<file path="src/shared/pwm_pkg.sv">
// register map, field positions and codes of the 11-bit pwm block
// assumes an 8-bit io space with 6-bit addresses
package pwm_pkg;
   localparam int ADDR_W = 6;
   localparam logic [5:0] PWM1_DUTY_HIGH_OFS = 6'h28;
   localparam logic [5:0] PWM1_DUTY_LOW_OFS = 6'h29;
   localparam logic [5:0] PWM1_BOUND_HIGH_OFS = 6'h2a;
   localparam logic [5:0] PWM1_BOUND_LOW_OFS = 6'h2b;
   localparam logic [5:0] PWM2_CONTROL_OFS = 6'h2c;
   localparam logic [5:0] PWM2_SCALER_OFS = 6'h2d;
   localparam logic [5:0] PWM2_DUTY_HIGH_OFS = 6'h2e;
   localparam logic [5:0] PWM2_DUTY_LOW_OFS = 6'h2f;
   localparam logic [5:0] PWM2_BOUND_HIGH_OFS = 6'h30;
   localparam logic [5:0] PWM2_BOUND_LOW_OFS = 6'h31;
   // control fields
   localparam int CTL_ENABLE_BIT = 7;
   localparam int CTL_LEVEL_BIT = 6;
   localparam int CTL_INVERT_BIT = 5;
   localparam int CTL_CLEAR_BIT = 4;
   localparam int CTL_ROUTE_MSB = 3;
   localparam int CTL_ROUTE_LSB = 1;
   localparam int CTL_SOURCE_BIT = 0;
   localparam logic [7:0] CONTROL_RESET = 8'h00;
   // scaler fields
   localparam int SCL_MODE_BIT = 7;
   localparam int SCL_PRE_MSB = 6;
   localparam int SCL_PRE_LSB = 5;
   localparam int SCL_DIV_MSB = 4;
   localparam logic [7:0] SCALER_RESET = 8'h00;
   // low registers hold value bits 2..0 in 7..5
   localparam int LOW_FIELD_MSB = 7;
   localparam int LOW_FIELD_LSB = 5;
   localparam logic [10:0] VALUE_RESET = 11'h000;
   // output routing codes
   localparam logic [2:0] ROUTE_NONE = 3'h0;
   localparam logic [2:0] ROUTE_B3 = 3'h1;
   localparam logic [2:0] ROUTE_A3 = 3'h3;
   localparam logic [2:0] ROUTE_B2 = 3'h4;
   localparam logic [2:0] ROUTE_A5 = 3'h5;
   // prescale ratios 1, 4, 16, 64, stored as terminal counts
   localparam logic [5:0] PRE_LAST_1 = 6'h00;
   localparam logic [5:0] PRE_LAST_4 = 6'h03;
   localparam logic [5:0] PRE_LAST_16 = 6'h0f;
   localparam logic [5:0] PRE_LAST_64 = 6'h3f;
endpackage

</file>
<file path="src/shared/pwm_tick_if.sv">
// carries the clock-shaping settings to the prescaler and its tick back
// both ends run on the block clock
`timescale 1ns/100ps
interface pwm_tick_if;
   logic src_tick;
   logic run;
   logic [1:0] pre_sel;
   logic [4:0] divider;
   logic count_tick;
   modport ctrl (output src_tick, output run, output pre_sel, output divider, input count_tick);
   modport scaler (input src_tick, input run, input pre_sel, input divider, output count_tick);
endinterface

</file>
<file path="src/hw/pwm_prescaler.sv">
// prescaler (1/4/16/64) followed by a divide-by-(n+1) stage
// src_tick is a one-cycle enable from the chosen clock source
`timescale 1ns/100ps
module pwm_prescaler
   import pwm_pkg::*;
(
   input wire logic clk_i,
   input wire logic rstn_i,
   pwm_tick_if.scaler tk
);
   typedef struct packed {
      logic [5:0] pre_cnt;
      logic [4:0] div_cnt;
      logic tick;
   } scale_state_t;
   scale_state_t s_q, s_d;
   logic [5:0] pre_last;

   always_comb begin
      unique case (tk.pre_sel)
         2'h0: pre_last = PRE_LAST_1;
         2'h1: pre_last = PRE_LAST_4;
         2'h2: pre_last = PRE_LAST_16;
         2'h3: pre_last = PRE_LAST_64;
      endcase
   end

   always_comb begin
      s_d = s_q;
      s_d.tick = 1'b0;
      if (!tk.run) begin
         s_d.pre_cnt = 6'h00;
         s_d.div_cnt = 5'h00;
      end else if (tk.src_tick) begin
         if (s_q.pre_cnt >= pre_last) begin
            s_d.pre_cnt = 6'h00;
            if (s_q.div_cnt >= tk.divider) begin
               s_d.div_cnt = 5'h00;
               s_d.tick = 1'b1;
            end else begin
               s_d.div_cnt = s_q.div_cnt + 5'h01;
            end
         end else begin
            s_d.pre_cnt = s_q.pre_cnt + 6'h01;
         end
      end
   end

   always_ff @(posedge clk_i or negedge rstn_i) begin
      if (!rstn_i) begin
         s_q <= '0;
      end else begin
         s_q <= s_d;
      end
   end

   assign tk.count_tick = s_q.tick;
endmodule // pwm_prescaler

</file>
<file path="src/hw/pwm_generator.sv">
// 11-bit pwm: second unit complete, first unit bound and duty holding registers
// assumes io strobes are one-cycle pulses synchronous to clk_i
// assumes the fast oscillator arrives as a synchronous one-cycle tick
`timescale 1ns/100ps
module pwm_generator
   import pwm_pkg::*;
#(
   parameter int CNT_W = 11
)(
   input wire logic clk_i,
   input wire logic rstn_i,
   input wire logic [5:0] io_addr_i,
   input wire logic io_wr_i,
   input wire logic [7:0] io_wdata_i,
   input wire logic io_rd_i,
   output logic [7:0] io_rdata_o,
   input wire logic fast_rc_tick_i,
   output logic [10:0] pwm1_bound_o,
   output logic [10:0] pwm1_duty_o,
   output logic pwm2_event_o,
   output logic port_b_line_3_o,
   output logic port_b_line_3_en_o,
   output logic port_a_line_3_o,
   output logic port_a_line_3_en_o,
   output logic port_b_line_2_o,
   output logic port_b_line_2_en_o,
   output logic port_a_line_5_o,
   output logic port_a_line_5_en_o
);
   // the split registers and the compares are sized for 11 bits only
   if (CNT_W != 11) begin : g_width_check
      $error("pwm_generator supports an 11-bit counter only");
   end
   // each low register carries exactly the three low value bits
   if (LOW_FIELD_MSB - LOW_FIELD_LSB != 2) begin : g_low_check
      $error("pwm_generator expects a 3-bit low field");
   end
   // the route field must hold the 3-bit pin codes
   if (CTL_ROUTE_MSB - CTL_ROUTE_LSB != 2) begin : g_route_check
      $error("pwm_generator expects a 3-bit route field");
   end

   typedef struct packed {
      logic enable;
      logic invert;
      logic clear;
      logic [2:0] route;
      logic source;
      logic event_on_duty;
      logic [1:0] pre_sel;
      logic [4:0] divider;
      logic [10:0] bound2;
      logic [10:0] duty2;
      logic [2:0] duty2_low;
      logic [10:0] bound1;
      logic [10:0] duty1;
      logic [2:0] duty1_low;
      logic [10:0] count;
      logic level;
      logic evt;
      logic [7:0] rdata;
   } pwm_state_t;

   pwm_state_t s_q, s_d;
   pwm_tick_if tk ();

   ////////////////////////////////////////////////////////////////////////////
   // clock source and prescaler

   assign tk.src_tick = s_q.source ? fast_rc_tick_i : 1'b1;
   // run drops during a clear so the prescaler restarts together with the counter
   assign tk.run = s_q.enable && !s_q.clear;
   assign tk.pre_sel = s_q.pre_sel;
   assign tk.divider = s_q.divider;

   pwm_prescaler u_prescaler (
      .clk_i(clk_i),
      .rstn_i(rstn_i),
      .tk(tk)
   );

   ////////////////////////////////////////////////////////////////////////////
   // registers and counter

   logic wr_hit;
   logic rd_ctl;
   logic [2:0] low_field;
   logic raw_level;
   logic at_bound;
   logic evt_hit;
   logic [7:0] ctl_view;

   always_comb begin
      wr_hit = io_wr_i;
      rd_ctl = io_rd_i && (io_addr_i == PWM2_CONTROL_OFS);
      // low registers keep bits 7..5 only; the reserved bits are dropped
      low_field = io_wdata_i[LOW_FIELD_MSB:LOW_FIELD_LSB];
      raw_level = (s_q.count < s_q.duty2);
      // >= not ==: a bound lowered under the count wraps at once, not after 2048 ticks
      at_bound = (s_q.count >= s_q.bound2);
      // event point follows the scaler mode bit
      if (s_q.event_on_duty) begin
         evt_hit = (s_q.count == s_q.duty2);
      end else begin
         evt_hit = (s_q.count == VALUE_RESET);
      end
      ctl_view = {s_q.enable, s_q.level, s_q.invert, s_q.clear, s_q.route, s_q.source};
   end

   always_comb begin
      s_d = s_q;
      s_d.evt = 1'b0;

      // counter: clear request wins over counting
      if (s_q.clear) begin
         s_d.count = VALUE_RESET;
         s_d.clear = 1'b0;
      end else if (!s_q.enable) begin
         s_d.count = VALUE_RESET;
      end else if (tk.count_tick) begin
         if (at_bound) begin
            s_d.count = VALUE_RESET;
         end else begin
            s_d.count = s_q.count + 11'h001;
         end
         s_d.evt = evt_hit;
      end

      // output held low while stopped, then polarity applied
      // bit 6 and the pins both report the level after inversion
      s_d.level = (s_q.enable && raw_level) ^ s_q.invert;

      if (wr_hit) begin
         unique case (io_addr_i)
            PWM2_CONTROL_OFS: begin
               s_d.enable = io_wdata_i[CTL_ENABLE_BIT];
               s_d.invert = io_wdata_i[CTL_INVERT_BIT];
               s_d.clear = io_wdata_i[CTL_CLEAR_BIT];
               s_d.route = io_wdata_i[CTL_ROUTE_MSB:CTL_ROUTE_LSB];
               s_d.source = io_wdata_i[CTL_SOURCE_BIT];
            end
            PWM2_SCALER_OFS: begin
               s_d.event_on_duty = io_wdata_i[SCL_MODE_BIT];
               s_d.pre_sel = io_wdata_i[SCL_PRE_MSB:SCL_PRE_LSB];
               s_d.divider = io_wdata_i[SCL_DIV_MSB:0];
            end
            PWM2_BOUND_HIGH_OFS: begin
               // halves apply on their own writes, so a bound change may give one odd period
               s_d.bound2[10:3] = io_wdata_i;
            end
            PWM2_BOUND_LOW_OFS: s_d.bound2[2:0] = low_field;
            PWM2_DUTY_LOW_OFS: s_d.duty2_low = low_field;
            PWM2_DUTY_HIGH_OFS: begin
               // both halves land together, so the compare never sees a mixed duty
               s_d.duty2 = {io_wdata_i, s_q.duty2_low};
            end
            PWM1_BOUND_HIGH_OFS: begin
               // first unit values are only held and exported; its counter lives elsewhere
               s_d.bound1[10:3] = io_wdata_i;
            end
            PWM1_BOUND_LOW_OFS: s_d.bound1[2:0] = low_field;
            PWM1_DUTY_LOW_OFS: s_d.duty1_low = low_field;
            PWM1_DUTY_HIGH_OFS: begin
               // same pairing as the second unit
               s_d.duty1 = {io_wdata_i, s_q.duty1_low};
            end
            default: ;
         endcase
      end

      // only control reads back; write-only registers answer zero
      s_d.rdata = 8'h00;
      if (rd_ctl) begin
         s_d.rdata = ctl_view;
      end
   end

   always_ff @(posedge clk_i or negedge rstn_i) begin
      if (!rstn_i) begin
         s_q <= '0;
      end else begin
         s_q <= s_d;
      end
   end

   ////////////////////////////////////////////////////////////////////////////
   // pin routing; reserved codes match no entry and drive nothing

   // pin order: port b line 3, port a line 3, port b line 2, port a line 5
   localparam logic [3:0][2:0] PIN_CODE = {ROUTE_A5, ROUTE_B2, ROUTE_A3, ROUTE_B3};
   wire logic [3:0] pin_en;
   wire logic [3:0] pin_dat;

   for (genvar p = 0; p < 4; p++) begin : g_pin
      assign pin_en[p] = (s_q.route == PIN_CODE[p]);
      // unrouted pins sit low so the load sees its pull-down, not a stale level
      assign pin_dat[p] = pin_en[p] & s_q.level;
   end

   assign port_b_line_3_en_o = pin_en[0];
   assign port_a_line_3_en_o = pin_en[1];
   assign port_b_line_2_en_o = pin_en[2];
   assign port_a_line_5_en_o = pin_en[3];
   assign port_b_line_3_o = pin_dat[0];
   assign port_a_line_3_o = pin_dat[1];
   assign port_b_line_2_o = pin_dat[2];
   assign port_a_line_5_o = pin_dat[3];

   assign io_rdata_o = s_q.rdata;
   assign pwm1_bound_o = s_q.bound1;
   assign pwm1_duty_o = s_q.duty1;
   assign pwm2_event_o = s_q.evt;
endmodule // pwm_generator

</file>
<file path="config.mk">
export PLATFORM = sky130hd
export DESIGN_NAME = pwm_generator
export DESIGN_NICKNAME = d
export VERILOG_FILES = /design/src/shared/pwm_pkg.sv /design/src/shared/pwm_tick_if.sv /design/src/hw/pwm_prescaler.sv /design/src/hw/pwm_generator.sv
export SDC_FILE = /design/constraint.sdc
export NUM_CORES = 1
export LEC_CHECK = 0
export BUFFER_PORTS_ARGS = -buffer_cell sky130_fd_sc_hd__buf_4
export CAP_MARGIN = 15
export CELL_PAD_IN_SITES_DETAIL_PLACEMENT = 0
export CELL_PAD_IN_SITES_GLOBAL_PLACEMENT = 1
export CORE_MARGIN = 3
export CORE_UTILIZATION = 25
export DETAILED_ROUTE_END_ITERATION = 16
export GPL_TIMING_DRIVEN = 0
export PLACE_DENSITY = 0.46
export SYNTH_ARGS = -nofsm -noshare
export SYNTH_HDL_FRONTEND = slang
export SYNTH_SLANG_ARGS = --single-unit
</file>
<file path="constraint.sdc">
create_clock -name clk_i -period 2 [get_ports clk_i]
set_clock_uncertainty 0.05 [all_clocks]
set_input_delay 0.3 -clock clk_i [delete_from_list [all_inputs] [get_ports clk_i]]
set_output_delay 0.3 -clock clk_i [all_outputs]
set_load 0.02 [all_outputs]
</file>
Word-level counts from Yosys, hierarchy flattened
Index checks and enable logic that the tools add are counted.
Storage, ports and cells
  output and inout bits: 39
  word-level logic and storage cells: 102
  flip-flop bits (word level): 98
Cells by class
  bitwise logic cells: 5
  $add $sub $neg: 3
  magnitude comparators: 4
  reduce and logical (&&, ||, !) cells: 17
  equal/unequal tests: 21
  muxes and demuxes: 29
Operators with widths (count)
  2-to-1 mux 11 bit: 7
  2-to-1 mux 63 bit: 1
  equality test 6 bit, second input constant: 10
  2-to-1 mux 8 bit: 4
  one-hot mux 6 bit (4 select lines): 1
  AND reduction 2 bit: 11
  2-to-1 mux 12 bit: 1
  2-to-1 mux 3 bit: 4
  2-to-1 mux 6 bit: 2
  adder 11 x 1 -> 11 bit, second input constant: 1
  equality test 11 bit: 1
  greater-or-equal comparator 11 bit: 1
  zero test 11 bit: 1
  < comparator 11 bit: 1
  2-to-1 mux 5 bit: 2
  2-to-1 mux 1 bit: 7
  adder 6 x 1 -> 6 bit, second input constant: 1
  equality test 3 bit, second input constant: 2
  greater-or-equal comparator 6 bit: 1
  adder 5 x 1 -> 5 bit, second input constant: 1
  greater-or-equal comparator 5 bit: 1
  AND 1 bit: 4
  equality test 2 bit, second input constant: 2
  inequality test 2 bit, second input constant: 2
  8 further kinds: 10

Longest topological paths before layout
  depth after elaboration: 6
  depth in mapped cells: 8
  depth with buffers taken out: 8

Cells and area by module
A second synthesis with hierarchy kept.
Unflattened totals
  cell total of the unflattened synthesis: 444
  area total of the unflattened synthesis: 5201.2 um^2
By module, submodules not included
  pwm_generator: cells an instance 356, times used 1, seq. area each 2152.1 um^2, area an instance 4301.6 um^2
  pwm_prescaler: cells an instance 88, times used 1, seq. area each 300.3 um^2, area an instance 899.6 um^2

Worst setup path before layout
Ideal clock, no wire load.
  kind: register to register
  start point: register s_q (netlist bit tk.pre_sel[0])
  end point: register u_prescaler.s_q[3] (netlist name)
  stages on the path, launching flop included: 8
  data arrival time: 1.748 ns
  period minus slack after synthesis: 1.932 ns
  buffers on the path: 0
  data required time: 1.816 ns
  path slack: 0.068 ns
  setup time: 0.134 ns
  path through: dfrtp_1 -> or2_2 -> ha_1 -> nor2b_1 -> o21ai_0 -> a221o_1 -> nand3_1 -> o211ai_1
Between the ends
  word-level cells in the longest chain between the ends: 5
  elaborated cells on any way between the ends: 8
  those cells by class: 1 x order compare; 4 x eq/ne; 1 x mux; 2 x reduce/logical
Ends and longest elaborated chain
  start, declared: line pwm_generator.sv:64  | pwm_state_t s_q, s_d;
  start signal, assigned: line pwm_generator.sv:180  | s_q <= '0;
  start signal, assigned: line pwm_generator.sv:182  | s_q <= s_d;
  equality test 2 bit, or another cell as far along: line pwm_prescaler.sv:20  | unique case (tk.pre_sel)
  one-hot mux 6 bit (4 select lines) (*): line pwm_prescaler.sv:20
  greater-or-equal comparator 6 bit (*): line pwm_prescaler.sv:35  | if (s_q.pre_cnt >= pre_last) begin
  inequality test 2 bit (no line) (*)
  AND reduction 2 bit (no line) (*)
  end signal, assigned: line pwm_prescaler.sv:51  | s_q <= '0;
  end signal, assigned: line pwm_prescaler.sv:53  | s_q <= s_d;
  end, declared: line pwm_prescaler.sv:16  | scale_state_t s_q, s_d;
Mark *: on every way between the ends. The rest lies on a longest branch, timed or not.
A chain may end at the register's enable or synchronous reset.

Worst setup path in the final report
  start point: register s_q[19] (netlist name)
  end point: register s_q[13] (netlist name)
Between the ends
  word-level cells in the longest chain between the ends: 5
Ends and longest elaborated chain
  greater-or-equal comparator 11 bit: line pwm_generator.sv:100  | at_bound = (s_q.count >= s_q.bound2);
  2-to-1 mux 11 bit: line pwm_generator.sv:121  | if (at_bound) begin
  2-to-1 mux 11 bit: line pwm_generator.sv:120  | end else if (tk.count_tick) begin
  2-to-1 mux 11 bit: line pwm_generator.sv:118  | end else if (!s_q.enable) begin
  2-to-1 mux 11 bit: line pwm_generator.sv:115  | if (s_q.clear) begin
Every way passes these cells. The select of a mux whose other input is x is not followed.

==> impl_metrics.py <==
metrics = {
    "logic_synthesis": {
        "synthCells": 509,
        "synth_edf_count": 0,
        "synth.avg_cell_area_um2": 10.3,
        "ys_seq_area_frac": 0.469,
        "synthFlopType": "dfrtp_1",
        "synth_seq_cells": 98,
        "ys_types": 51,
        "synth_nets": 565,
        "ys_warn_count": 0,
        "async_flop_share": 1.00,
        "syn_area_mm2": 0.00522,
    },
    "placed_design": {
        "io_buffers": 54,
        "place_congestion": 0.766,
        "place_hpwl_um": 9680,
    },
    "die": {
        "die_w_um": 151,
        "initial_core_util": 0.257,
        "core_area_mm2": 0.0204,
        "ios": 58,
        "dieArea_mm2": 0.0227,
        "core.rowCount": 52,
        "die_h_um": 151,
    },
    "worst_setup_path": {
        "end_kind": "flop",
        "worstPathCellList": "ha_4, nand4_1, nor3_2, o31ai_4, buf_6, a41oi_2, o22ai_1",
        "r2r_slack_ps": 40,
        "cp-start-kind": "flop",
        "path_delay_family": "flip-flops",
        "cp_slowest_cell": "dfrtp_2",
        "worstPathRequired_ps": 2190,
        "critical_path_buf_inv_count": 1,
        "critPathKind": "flop to flop",
        "critPathMaxStageDelay_ps": 480,
        "crit_fanout": 6,
        "arrival_ps": 2150,
    },
    "routing": {
        "wl_per_cell_um": 16.0,
        "drt_iter0_drc": 133,
        "avgViaCountPerCell": 4.43,
        "vias": 3858,
        "ant_nets": 0,
        "finalWirelength_um": 13900,
        "dr.pass1.iters": 4,
        "drc": 0,
    },
    "timing": {
        "fmax_ghz": 0.511,
        "setup_viol_count_final": 0,
        "fin_setup_tns_ps": 0,
        "min_period_ps": 1960,
        "slew_viol_final": 0,
        "rsz0062_at_grt": "true",
        "hold_viol": 0,
        "worst_pin_slew_ps": 843,
        "min_period_over_period": 0.979,
        "slew-limit-headroom": 0.436,
    },
    "clock_tree": {
        "cts_tree": "built",
        "cts_buffers": 9,
        "cts_buffer_depth": 2,
        "htreeDepth": 3,
        "clk_latency_ps": 350,
        "clock-root-buffer": "clkbuf_16",
        "cts_sinks": 98,
        "clk_pin_slew_ps": 80,
    },
    "global_routing": {
        "grt_pass1_vias": 3871,
        "gr-usage-met3": 0.0247,
        "gr-usage-all-layers": 0.126,
        "gr-total-overflow": 0,
        "grt_max_degree": 69,
        "met2_usage": 0.208,
        "grt_pass1_wl_um": 21600,
        "antenna_found_initial": 0,
        "use_met1": 0.170,
        "busiest_layer": "met2",
    },
    "pwr": {
        "power.share.combinational": 0.190,
        "pwr_density_cell_mw_per_mm2": 749,
        "intPower_uw": 3620,
        "power_leakage_uw": 0.00320,
        "seq_power_share": 0.455,
        "peakVddDrop_v": 0.000406,
        "switching_share": 0.280,
        "clkPwrFrac": 0.355,
        "total_power_uw": 5030,
        "p_switching_uw": 1410,
    },
    "run": {
        "cap_viol_max_count": 0,
    },
    "final_layout": {
        "drive_gt1_frac": 0.348,
        "syn_to_final_growth_pct": 28.6,
        "n_antenna_cell": 0,
        "num-nets-final": 651,
    },
    "worst_hold_path": {
        "min_path_type": "primary input to flop",
    },
    "run_status": {
        "status": "complete, no violations",
    },
}
[per-layer routing]
layer | wire length, um | part of all wire
met1 | 6550 | 0.47
met2 | 6780 | 0.49
met3 | 420 | 0.030
met4 | 127 | 0.0092
met5 | 0 | 0
[worst min-delay path: stages]
cell and delay [ps]:
buf_4 140, nand2_1 60, o21ai_0 60
[synth_stat cells (4+ instances only)]
| cell | number | area, um^2 |
|---|---|---|
| nor3b_1 | 4 | 30.0 |
| buf_4 | 32 | 240 |
| inv_1 | 39 | 146 |
| a31oi_1 | 5 | 31.3 |
| nand3_1 | 20 | 100 |
| and2_1 | 14 | 87.6 |
| a21o_1 | 5 | 37.5 |
| nor3_1 | 5 | 25.0 |
| nor2b_1 | 6 | 37.5 |
| o21ai_0 | 41 | 205 |
| o211ai_1 | 7 | 52.6 |
| nand4_1 | 12 | 75.1 |
| clkbuf_1 | 5 | 18.8 |
| nand2_1 | 51 | 191 |
| a21oi_1 | 13 | 65.1 |
| mux2_4 | 8 | 120 |
| nand2b_1 | 9 | 56.3 |
| mux2_2 | 30 | 338 |
| dfrtp_1 | 98 | 2450 |
| ha_1 | 37 | 463 |
| nor2_1 | 24 | 90.1 |
| and3_1 | 4 | 25.0 |
[state kept, by name, indices dropped and copies added, names as in the netlist]
| signal | cells |
|---|---|
| pwm1_bound_o | 11 |
| u_prescaler.tk.count_tick | 1 |
| io_rdata_o | 8 |
| s_q | 40 |
| tk.divider | 5 |
| ctl_view | 8 |
| tk.pre_sel | 2 |
| pwm1_duty_o | 11 |
| u_prescaler.s_q | 11 |
| pwm2_event_o | 1 |
[area by class of cell]
type / count / area (um^2)
inverters: 39 / 146
multi-input cells: 331 / 2570
fillers: 2116 / 13600
plain buffers: 41 / 292
flip-flops and latches: 98 / 2460
repair buffers: 75 / 609
clock inverters: 7 / 73.8
clock buffers: 9 / 225
well taps: 270 / 338
[power by group through the flow]
| stage | Sequential (uW) | Combinational [uW] | Clock [uW] |
|---|---|---|---|
| floorplan | 2290 | 570 | 0 |
| global placement | 2320 | 864 | 0 |
| detailed placement | 2330 | 885 | 0 |
| CTS | 2290 | 910 | 1860 |
| global route | 2320 | 1080 | 1950 |
| finish | 2290 | 954 | 1790 |
[worst paths after layout]
check,end,cells past startpoint,from
max,s_q[13],7,s_q[19]
min,s_q[56],3,io_wdata_i[4]
max reg2reg,s_q[13],7,s_q[19]
min reg2reg,ctl_view[6],1,ctl_view[5]
max in group asynchronous,pwm1_bound_o[3],3,rstn_i
min in group asynchronous,s_q[18],2,rstn_i
[cell usage in the layout, fill, tap and decap left out, drive strengths merged, types with 2 or more instances in the layout]
cell type,netlist,routed
nand2,52,52
o31ai,2,2
and3,4,4
buf,35,109
a21oi,13,13
or3,2,2
o211ai,7,7
nand3b,2,2
clkbuf,6,15
nand3,20,20
o21a,2,2
nor4,3,3
mux2,38,38
dfrtp,98,98
and3b,4,4
nor2b,6,6
a21o,5,5
o2bb2ai,2,2
o22ai,2,2
clkinv,0,2
ha,37,37
xor2,3,3
or2,3,3
nor2,25,25
nand4,12,12
a41oi,2,2
and2,14,14
o21ai,41,41
nand2b,9,9
a31oi,5,5
inv,39,42
nor3b,4,4
nor3,5,5
[cell families (layout without fill, tap and decap cells)]
logic type | Yosys count | in the layout | share of synthesized area
and+or+nand+nor | 166 | 166 | 0.166
DFF | 98 | 98 | 0.469
AOI/OAI and AO/OA | 86 | 86 | 0.0994
buffers and inverters | 80 | 171 | 0.0826
muxes | 38 | 38 | 0.0877
adders and majority gates | 37 | 37 | 0.0886
xor gates and xnor gates | 4 | 4 | 0.00671
[what timing repair did]
action / 4_1_cts / 5_1_grt
gates cloned: 0 / 1
hold buffers: 1 / 0
setup endpoints to repair: 23 / 23
setup buffers: 6 / 12
pin swaps: 9 / 16
hold endpoints to repair: 30 / 0
resized for setup: 21 / 36
[through the flow]
step                      worst slack, ps   util  cells  hold WS (ps)  cell area [um^2]
final                                41.5  0.330    870           203              6720
after global routing                -72.6  0.330    870           202              6720
after CTS                            3.15  0.316    857           182              6430
after detailed placement             -315  0.294    834           247              5990
after global placement               -334  0.293    833           419              5970
after floorplan                      68.4      -    509         -45.6              5220
No activity file was read; power rests on OpenSTA's default activity.
